[config.mk]
export PLATFORM = sky130hd
export DESIGN_NAME = scc_cal_ctrl
export DESIGN_NICKNAME = d
export VERILOG_FILES = /design/src/core/scc_pkg.sv /design/src/core/scc_cal_ctrl.sv /design/src/core/scc_sync2.sv
export SDC_FILE = /design/constraint.sdc
export NUM_CORES = 1
export LEC_CHECK = 0
export BUFFER_PORTS_ARGS = -buffer_cell sky130_fd_sc_hd__buf_2
export CORE_MARGIN = 2
export CORE_UTILIZATION = 65
export DETAILED_ROUTE_END_ITERATION = 10
export GPL_TIMING_DRIVEN = 0
export PLACE_DENSITY = 0.86
export SLEW_MARGIN = 5
export SYNTH_ARGS = -nofsm -noshare
export SYNTH_HDL_FRONTEND = slang
export SYNTH_SLANG_ARGS = --single-unit
export TNS_END_PERCENT = 30
[constraint.sdc]
create_clock -name i_sys_clk -period 13 [get_ports i_sys_clk]
set_input_delay 1.3 -clock i_sys_clk [delete_from_list [all_inputs] [get_ports i_sys_clk]]
set_output_delay 1.3 -clock i_sys_clk [all_outputs]
set_load 0.05 [all_outputs]
[src/core/scc_pkg.sv]
// scc_pkg: register map, field positions, reset values and calibration constants
// for the sysref calibration control block.
// assumes: a single sampling-clock domain and an 8-bit write / 24-bit read register port.
`default_nettype none
package scc_pkg;
	// register offsets on the configuration port
	localparam int ADDR_W = 12;
	localparam logic [ADDR_W-1:0] ADDR_NOISE = 12'h2A2;
	localparam logic [ADDR_W-1:0] ADDR_ENABLE = 12'h2B0;
	localparam logic [ADDR_W-1:0] ADDR_CONFIG = 12'h2B1;
	localparam logic [ADDR_W-1:0] ADDR_RESULT = 12'h2B2;

	// reset values
	localparam logic [7:0] ENABLE_RESET = 8'h00;
	localparam logic [7:0] CONFIG_RESET = 8'h05;
	localparam logic [7:0] NOISE_RESET = 8'h00;
	localparam logic [16:0] DELAY_RESET = 17'h00000;

	// field positions
	localparam int ENABLE_BIT = 0;
	localparam int AVG_LSB = 2;
	localparam int ACC_LSB = 0;
	localparam int DIG_NOISE_BIT = 5;
	localparam int CLK_NOISE_BIT = 4;
	localparam int DONE_BIT = 17;
	localparam int DELAY_W = 17;
	localparam int INV_BIT = 16;
	localparam int COARSE_LSB = 8;

	// longest sysref period accepted per accumulation-length code, in sampling-clock cycles
	localparam logic [15:0] MAX_PERIOD_0 = 16'h0080;
	localparam logic [15:0] MAX_PERIOD_1 = 16'h0680;
	localparam logic [15:0] MAX_PERIOD_2 = 16'h1E80;
	localparam logic [15:0] MAX_PERIOD_3 = 16'h7E80;

	// run-time bound: unit times four to the power (avg + acc + 2)
	localparam int BUDGET_MULT_A = 384;
	localparam int BUDGET_MULT_B = 19;
	localparam int unsigned BUDGET_UNIT = BUDGET_MULT_A * BUDGET_MULT_B;

	typedef enum logic [2:0] {
		ST_IDLE,
		ST_WAIT_EDGE,
		ST_MEASURE,
		ST_ACCUM,
		ST_DONE,
		ST_FAIL
	} scc_state_e;
endpackage : scc_pkg
`default_nettype wire

[src/core/scc_cal_ctrl.sv]
// scc_cal_ctrl: sysref calibration registers and the calibration engine that
// derives the sampling-clock delay from sysref edges and a phase detector.
// assumes: register port strobes are synchronous to i_sys_clk; i_sysref and
// i_phase_early are asynchronous pins; i_manual_delay comes from the manual delay register.
`default_nettype none
module scc_cal_ctrl import scc_pkg::*; #(
	parameter int unsigned CAL_BUDGET_UNIT = BUDGET_UNIT
) (
	input wire logic i_sys_clk,
	input wire logic i_rst_n,
	input wire logic [ADDR_W-1:0] i_reg_addr,
	input wire logic i_reg_wr,
	input wire logic [7:0] i_reg_wdata,
	input wire logic i_reg_rd,
	output logic [23:0] o_reg_rdata,
	input wire logic i_sysref,
	input wire logic i_phase_early,
	input wire logic [DELAY_W-1:0] i_manual_delay,
	output logic [DELAY_W-1:0] o_sampling_clock_delay,
	output logic o_cal_complete_flag,
	output logic o_digital_rail_noise_suppress_en,
	output logic o_clock_rail_noise_suppress_en
);
	typedef struct packed {
		scc_state_e st;
		logic [7:0] enable_reg;
		logic [7:0] config_reg;
		logic [7:0] noise_reg;
		logic done;
		logic [DELAY_W-1:0] delay;
		logic [DELAY_W-1:0] out_delay;
		logic [23:0] rdata;
		logic sysref_q;
		logic [15:0] per_cnt;
		logic [8:0] acc_cnt;
		logic [8:0] avg_cnt;
		logic [16:0] hit_sum;
		logic [31:0] wd_cnt;
	} scc_state_s;

	scc_state_s r;
	scc_state_s next_r;
	logic [1:0] sync_out;
	logic sysref_s;
	logic early_s;
	logic [1:0] avg_code;
	logic [1:0] acc_code;
	logic [8:0] acc_last;
	logic [8:0] avg_last;
	logic [4:0] sum_shift;
	logic [31:0] budget;
	logic [15:0] max_period;
	logic sysref_edge;
	logic wr_enable;
	logic start;
	logic stop;
	logic [16:0] sum_now;
	logic [24:0] scaled;
	logic [7:0] fine;

	// both pins cross into the sampling-clock domain before use
	scc_sync2 #(.W(2)) u_sync (
		.i_sys_clk(i_sys_clk),
		.i_rst_n(i_rst_n),
		.i_async({i_phase_early, i_sysref}),
		.o_sync(sync_out)
	);
	assign sysref_s = sync_out[0];
	assign early_s = sync_out[1];

	// configuration decode
	assign avg_code = r.config_reg[AVG_LSB+1:AVG_LSB];
	assign acc_code = r.config_reg[ACC_LSB+1:ACC_LSB];
	assign acc_last = 9'((9'h004 << {acc_code, 1'b0}) - 9'h001);
	assign avg_last = 9'((9'h004 << {avg_code, 1'b0}) - 9'h001);
	assign sum_shift = 5'({3'h0, avg_code} + {3'h0, acc_code} + 5'h02) << 1;
	assign budget = 32'(CAL_BUDGET_UNIT) << sum_shift;

	// longest period the selected accumulation length can follow
	always_comb begin
		case (acc_code)
			2'h0: max_period = MAX_PERIOD_0;
			2'h1: max_period = MAX_PERIOD_1;
			2'h2: max_period = MAX_PERIOD_2;
			default: max_period = MAX_PERIOD_3;
		endcase
	end

	// edge detect reads only the stable synchroniser stage
	assign sysref_edge = sysref_s & ~r.sysref_q;
	assign wr_enable = i_reg_wr && (i_reg_addr == ADDR_ENABLE);
	assign start = wr_enable && i_reg_wdata[ENABLE_BIT] && !r.enable_reg[ENABLE_BIT];
	assign stop = wr_enable && !i_reg_wdata[ENABLE_BIT];

	// result scaling: fraction of early decisions mapped onto 256 fine steps
	assign sum_now = r.hit_sum + {16'h0000, early_s};
	assign scaled = 25'({sum_now, 8'h00} >> sum_shift);
	assign fine = (scaled > 25'h00000FF) ? 8'hFF : scaled[7:0];

	// register file, engine and output path
	always_comb begin
		next_r = r;
		next_r.sysref_q = sysref_s;
		if (i_reg_wr) begin
			case (i_reg_addr)
				ADDR_ENABLE: next_r.enable_reg = i_reg_wdata;
				ADDR_CONFIG: next_r.config_reg = i_reg_wdata;
				ADDR_NOISE: next_r.noise_reg = i_reg_wdata;
				default: ; // result register and unmapped offsets ignore writes
			endcase
		end
		if (i_reg_rd) begin
			case (i_reg_addr)
				ADDR_ENABLE: next_r.rdata = {16'h0000, r.enable_reg};
				ADDR_CONFIG: next_r.rdata = {16'h0000, r.config_reg};
				ADDR_NOISE: next_r.rdata = {16'h0000, r.noise_reg};
				ADDR_RESULT: next_r.rdata = {6'h00, r.done, r.delay};
				default: next_r.rdata = 24'h000000;
			endcase
		end
		// active states are guarded by the run-time budget
		if (r.st == ST_WAIT_EDGE || r.st == ST_MEASURE || r.st == ST_ACCUM) begin
			next_r.wd_cnt = r.wd_cnt + 32'h00000001;
		end
		case (r.st)
			ST_WAIT_EDGE: begin
				if (sysref_edge) begin
					next_r.st = ST_MEASURE;
					next_r.per_cnt = 16'h0001;
				end
			end
			ST_MEASURE: begin
				if (r.per_cnt > max_period) begin
					next_r.st = ST_FAIL;
				end else if (sysref_edge) begin
					next_r.st = ST_ACCUM;
					next_r.acc_cnt = 9'h000;
				end else begin
					next_r.per_cnt = r.per_cnt + 16'h0001;
				end
			end
			ST_ACCUM: begin
				next_r.hit_sum = sum_now;
				next_r.acc_cnt = r.acc_cnt + 9'h001;
				if (r.acc_cnt == acc_last) begin
					next_r.avg_cnt = r.avg_cnt + 9'h001;
					if (r.avg_cnt == avg_last) begin
						// coarse holds the early count above the fine range
						next_r.delay = {fine[7], scaled[15:8], fine};
						next_r.done = 1'b1;
						next_r.st = ST_DONE;
					end else begin
						next_r.st = ST_WAIT_EDGE;
					end
				end
			end
			ST_IDLE, ST_DONE, ST_FAIL: ;
			default: next_r.st = ST_IDLE;
		endcase
		if ((r.st != ST_IDLE) && (r.st != ST_DONE) && (r.st != ST_FAIL) && (r.wd_cnt >= budget)) begin
			next_r.st = ST_FAIL;
		end
		// a new start or a disable always clears the done flag; the old delay is kept
		if (start) begin
			next_r.st = ST_WAIT_EDGE;
			next_r.done = 1'b0;
			next_r.hit_sum = 17'h00000;
			next_r.avg_cnt = 9'h000;
			next_r.acc_cnt = 9'h000;
			next_r.per_cnt = 16'h0000;
			next_r.wd_cnt = 32'h00000000;
		end else if (stop) begin
			next_r.st = ST_IDLE;
			next_r.done = 1'b0;
		end
		// delay mux registered so the output never glitches
		next_r.out_delay = r.enable_reg[ENABLE_BIT] ? r.delay : i_manual_delay;
	end

	always_ff @(posedge i_sys_clk or negedge i_rst_n) begin
		if (!i_rst_n) begin
			r <= '0;
			r.st <= ST_IDLE;
			r.enable_reg <= ENABLE_RESET;
			r.config_reg <= CONFIG_RESET;
			r.noise_reg <= NOISE_RESET;
			r.delay <= DELAY_RESET;
		end else begin
			r <= next_r;
		end
	end

	assign o_reg_rdata = r.rdata;
	assign o_sampling_clock_delay = r.out_delay;
	assign o_cal_complete_flag = r.done;
	assign o_digital_rail_noise_suppress_en = r.noise_reg[DIG_NOISE_BIT];
	assign o_clock_rail_noise_suppress_en = r.noise_reg[CLK_NOISE_BIT];
endmodule : scc_cal_ctrl
`default_nettype wire

[src/core/scc_sync2.sv]
// scc_sync2: two-flop synchroniser for a bundle of independent level inputs.
// assumes: each bit is a slow level or pulse wider than two clock cycles.
`default_nettype none
module scc_sync2 #(
	parameter int W = 1
) (
	input wire logic i_sys_clk,
	input wire logic i_rst_n,
	input wire logic [W-1:0] i_async,
	output logic [W-1:0] o_sync
);
	typedef struct packed {
		logic [W-1:0] meta;
		logic [W-1:0] stable;
	} scc_sync_s;

	scc_sync_s r;
	scc_sync_s next_r;

	// meta feeds only the second stage
	always_comb begin
		next_r.meta = i_async;
		next_r.stable = r.meta;
	end

	always_ff @(posedge i_sys_clk or negedge i_rst_n) begin
		if (!i_rst_n) begin
			r <= '0;
		end else begin
			r <= next_r;
		end
	end

	assign o_sync = r.stable;
endmodule : scc_sync2
`default_nettype wire

==> parameters.txt <==
Parameter                              Value

Synthesis
  Sequential fraction of the synthesis area ... 0.406
  Synth Area per Inst ... slightly above 9 sq um
  Prevailing post-synth register cell ... sky130_fd_sc_hd__dfrtp_1
  Synthesized netlist cell count ... between 1k and 1.5k
  Yosys top cell area share ... 0.401
  Post-synth cell types ... 88
  Number of flops mapped to enable cells by yosys ... 0
  Netlist area before placement ... ~10000 sq um
  Area contributors post-synth ... sky130_fd_sc_hd__dfrtp_1, sky130_fd_sc_hd__ha_1, sky130_fd_sc_hd__mux2_2, sky130_fd_sc_hd__nor2_1, sky130_fd_sc_hd__nand2_1
  Yosys top cell by area ... sky130_fd_sc_hd__dfrtp_1
  Yosys warns ... 0
  Async SR Flop Fraction ... 1.00
  FF+latch count, synth ... roughly 170

Placed design
  Number of port buffers ... 79
  Routability congestion estimate from global placement ... between 0.9 and 1
  Final HPWL DP ... around 18000 um

Floorplan
  Die Span X ... ~130 um
  DIE HEIGHT ... 130 um
  IO Count ... 87
  Standard-cell row count ... 45
  Starting utilization of the core area ... 0.672
  Area of the core ... between 15000 and 20000 sq um
  Die area ... 16900 sq um

Setup path
  Setup slack, reg-to-reg ... about 7.9 ns
  Launching element of the worst setup path ... acc_code[0]
  Launch point of the worst reg-to-reg path ... acc_code[0]
  Worst Path Class, Setup ... reg2reg
  Data arrival time at the worst-slack endpoint ... 5.41 ns
  Data required, critical path ... approximately 13 ns
  Worst Setup End Kind ... flop
  Critical Path Source Type ... flop
  Largest fanout on the critical path ... 10

Clock network
  Clock sink count ... between 150 and 200
  CTS buffer count ... 17
  Number of hold-repair buffers added at the cts stage ... 0
  H-tree level count ... 4
  CTS Buffer Depth ... 2
  Quantity of gates resized following cts ... 0
  Root buffer cell ... sky130_fd_sc_hd__clkbuf_16
  Clock insertion delay at the later pin of the skew report ... 0.44 ns
  CTS tree ... built
  Clock slew at reported path FFs ... approximately 0.06 ns
  Post-CTS setup repair buffer count ... 0

GRT
  All-layer global routing usage ... 0.309
  Maximum number of pins on one net before global-route repair ... 122
  First-pass GRT wire length ... between 40000 and 50000 um
  Antenna violations before repair ... 0
  Overflow left after global routing ... 0
  Vias in the first global route ... roughly 8.4k

Min path
  Hold Path Class ... reg2reg
  Worst hold path startpoint ... u_sync.next_r[1]

STA
  Post-route setup TNS ... 0 ns
  Slew @ Worst Pin ... around 0.90 ns
  Final critical-path required period ... between 5 and 6 ns
  Pins Over Slew Limit ... 0
  Worst max-slew margin expressed relative to the limit ... 0.384
  Final setup vio count ... 0
  Clock Skew ... between 0.01 and 0.015 ns
  Maximum achievable frequency ... between 150 and 200 MHz
  Final period utilization ... 0.393
  Final Hold Vio Count ... 0
  Setup repair after global routing missed its margin ... false

Final layout
  NumNets Final ... about 1.3k
  Fraction of final layout cells sized beyond drive strength 1 ... 0.205
  Storage cell area ... ~4200 sq um
  Area of the multi-input gates ... 5430 sq um
  Layout filler cell count ... ~1.1k
  Post-synthesis to final-layout area growth ... 13.4%
  Diode insertion count for antenna repair ... 0

Routing
  Number of vias per cell ... approximately 6.2
  Metal-1 WL ... 10900 um
  Vias ... approximately 9.0k
  Detail Route met3 WL ... 1740 um
  Drt pass-1 iters ... 8
  Count of antenna-violating nets left after detailed routing ... 0
  Routed wire length on met2 ... between 10000 and 15000 um
  DRC marker count from the first detailed-route iteration ... between 900 and 1k
  DRC Markers ... 0
  Top layer reached by signal wires ... met4
  Post-DR wirelength/cell ... ~17 um
  Wire length reported by the detailed router ... 25200 um

Power and ir drop
  Max rail drop VDD ... about 0.1 mV
  Power density over the cells ... between 100 and 150 nW/um^2
  Standby leakage power ... 5.28 nW
  Total power after layout ... between 1 and 1.5 mW

Job
  Count of maximum capacitance violations ... 0

Outcome
  Status ... completed
## report_power, final
part	switching [mW]	internal [mW]	total, mW
Clock	0.223	0.346	0.569
Combinational	0.0549	0.0298	0.0848
Sequential	0.00461	0.525	0.530
## final timing paths
| kind | end | cells after the start |
|---|---|---|
| setup / recovery | r[167] | 17 |
| hold / removal | u_sync.o_sync[1] | 0 |
| setup reg to reg | r[167] | 17 |
| hold reg to reg | u_sync.o_sync[1] | 0 |
| max in group asynchronous | r[135] | 2 |
| min in group asynchronous | r[5] | 1 |
## cell usage after synthesis (7+ instances only)
master and count:
sky130_fd_sc_hd__a21o_1 12, sky130_fd_sc_hd__a21oi_1 43, sky130_fd_sc_hd__a21oi_2 8, sky130_fd_sc_hd__a31oi_1 7, sky130_fd_sc_hd__and3_1 21, sky130_fd_sc_hd__buf_2 14
sky130_fd_sc_hd__buf_4 43, sky130_fd_sc_hd__clkbuf_1 30, sky130_fd_sc_hd__dfrtp_1 165, sky130_fd_sc_hd__ha_1 43, sky130_fd_sc_hd__inv_1 37, sky130_fd_sc_hd__mux2_2 45
sky130_fd_sc_hd__mux2i_1 7, sky130_fd_sc_hd__nand2_1 109, sky130_fd_sc_hd__nand2b_1 9, sky130_fd_sc_hd__nand3_1 55, sky130_fd_sc_hd__nand4_1 18, sky130_fd_sc_hd__nor2_1 114
sky130_fd_sc_hd__nor2b_1 11, sky130_fd_sc_hd__nor3_1 21, sky130_fd_sc_hd__o211ai_1 8, sky130_fd_sc_hd__o21ai_0 77, sky130_fd_sc_hd__o22ai_1 11, sky130_fd_sc_hd__or3_1 17
sky130_fd_sc_hd__xnor2_1 22, sky130_fd_sc_hd__xor2_1 41
## flip-flops by register name, indices dropped and copies added, names as in the netlist
signal	flops
o_reg_rdata	18
acc_code	2
r	121
o_sampling_clock_delay	17
u_sync.next_r	2
o_clock_rail_noise_suppress_en	1
o_digital_rail_noise_suppress_en	1
o_cal_complete_flag	1
u_sync.o_sync	2
avg_code	2
## final cells by class
cell class                      count  area share
Buffer                             95      0.0472
Clock buffer                       17      0.0365
Clock inverter                     14      0.0206
Inverter                           40      0.0129
Multi-Input combinational cell    828       0.465
Sequential cell                   167       0.358
Tap cell                          211      0.0226
Timing Repair Buffer               80      0.0371
## kinds of logic (layout without fill, tap and decap cells)
family,after synthesis,after routing,synth area share
AOI/OAI and AO/OA,234,234,0.148
other,2,7,0.000730
xor gates and xnor gates,63,63,0.0536
DFF,167,167,0.406
muxes,53,53,0.0583
buffers and inverters,135,246,0.0681
and+or+nand+nor,427,427,0.211
adders and majority gates,44,44,0.0542
## metrics by stage
step / std cells / cell area [sq um] / setup WS, ns / hold WS, ns / util
after floorplan: 1130 / 10300 / 8.85 / 0.331 / -
after global placement: 1420 / 11000 / 8.10 / 0.333 / 0.716
after detailed placement: 1421 / 11000 / 8.01 / 0.340 / 0.719
after CTS: 1452 / 11700 / 7.98 / 0.357 / 0.762
after global routing: 1452 / 11700 / 7.58 / 0.365 / 0.762
final: 1452 / 11700 / 7.89 / 0.356 / 0.762
## layer usage
metal  vias to the layer above  track usage
met5                         -            0
met4                         0        0.120
met3                        73       0.0640
met2                       412        0.492
met1                      4347        0.420
li1                       4156            -
## worst max-delay path, stage by stage (launching register included)
cell                        delay (ns)
sky130_fd_sc_hd__dfstp_2          0.62
sky130_fd_sc_hd__ha_1             0.17
sky130_fd_sc_hd__inv_1            0.04
sky130_fd_sc_hd__fa_1             0.70
sky130_fd_sc_hd__clkbuf_1         0.41
sky130_fd_sc_hd__clkbuf_1         0.44
sky130_fd_sc_hd__clkbuf_1         0.43
sky130_fd_sc_hd__xor2_1           0.36
sky130_fd_sc_hd__nand3b_1         0.14
sky130_fd_sc_hd__ha_1             0.32
sky130_fd_sc_hd__a21o_1           0.18
sky130_fd_sc_hd__a21o_1           0.18
sky130_fd_sc_hd__a21oi_1          0.14
sky130_fd_sc_hd__o32ai_1          0.09
sky130_fd_sc_hd__a211o_1          0.33
sky130_fd_sc_hd__o21ai_0          0.15
sky130_fd_sc_hd__o21ai_0          0.14
sky130_fd_sc_hd__o2bb2ai_1        0.14
## placed cells by master (no fill, tap or decap), types with 22 or more instances in the layout
cell type / netlist / final
sky130_fd_sc_hd__a21oi_1: 43 / 43
sky130_fd_sc_hd__buf_2: 14 / 92
sky130_fd_sc_hd__buf_4: 43 / 43
sky130_fd_sc_hd__clkbuf_1: 30 / 30
sky130_fd_sc_hd__dfrtp_1: 165 / 165
sky130_fd_sc_hd__ha_1: 43 / 43
sky130_fd_sc_hd__inv_1: 37 / 37
sky130_fd_sc_hd__mux2_2: 45 / 45
sky130_fd_sc_hd__nand2_1: 109 / 109
sky130_fd_sc_hd__nand3_1: 55 / 55
sky130_fd_sc_hd__nor2_1: 114 / 114
sky130_fd_sc_hd__o21ai_0: 77 / 77
sky130_fd_sc_hd__xnor2_1: 22 / 22
sky130_fd_sc_hd__xor2_1: 41 / 41
Power figures use the tool's default switching activity.
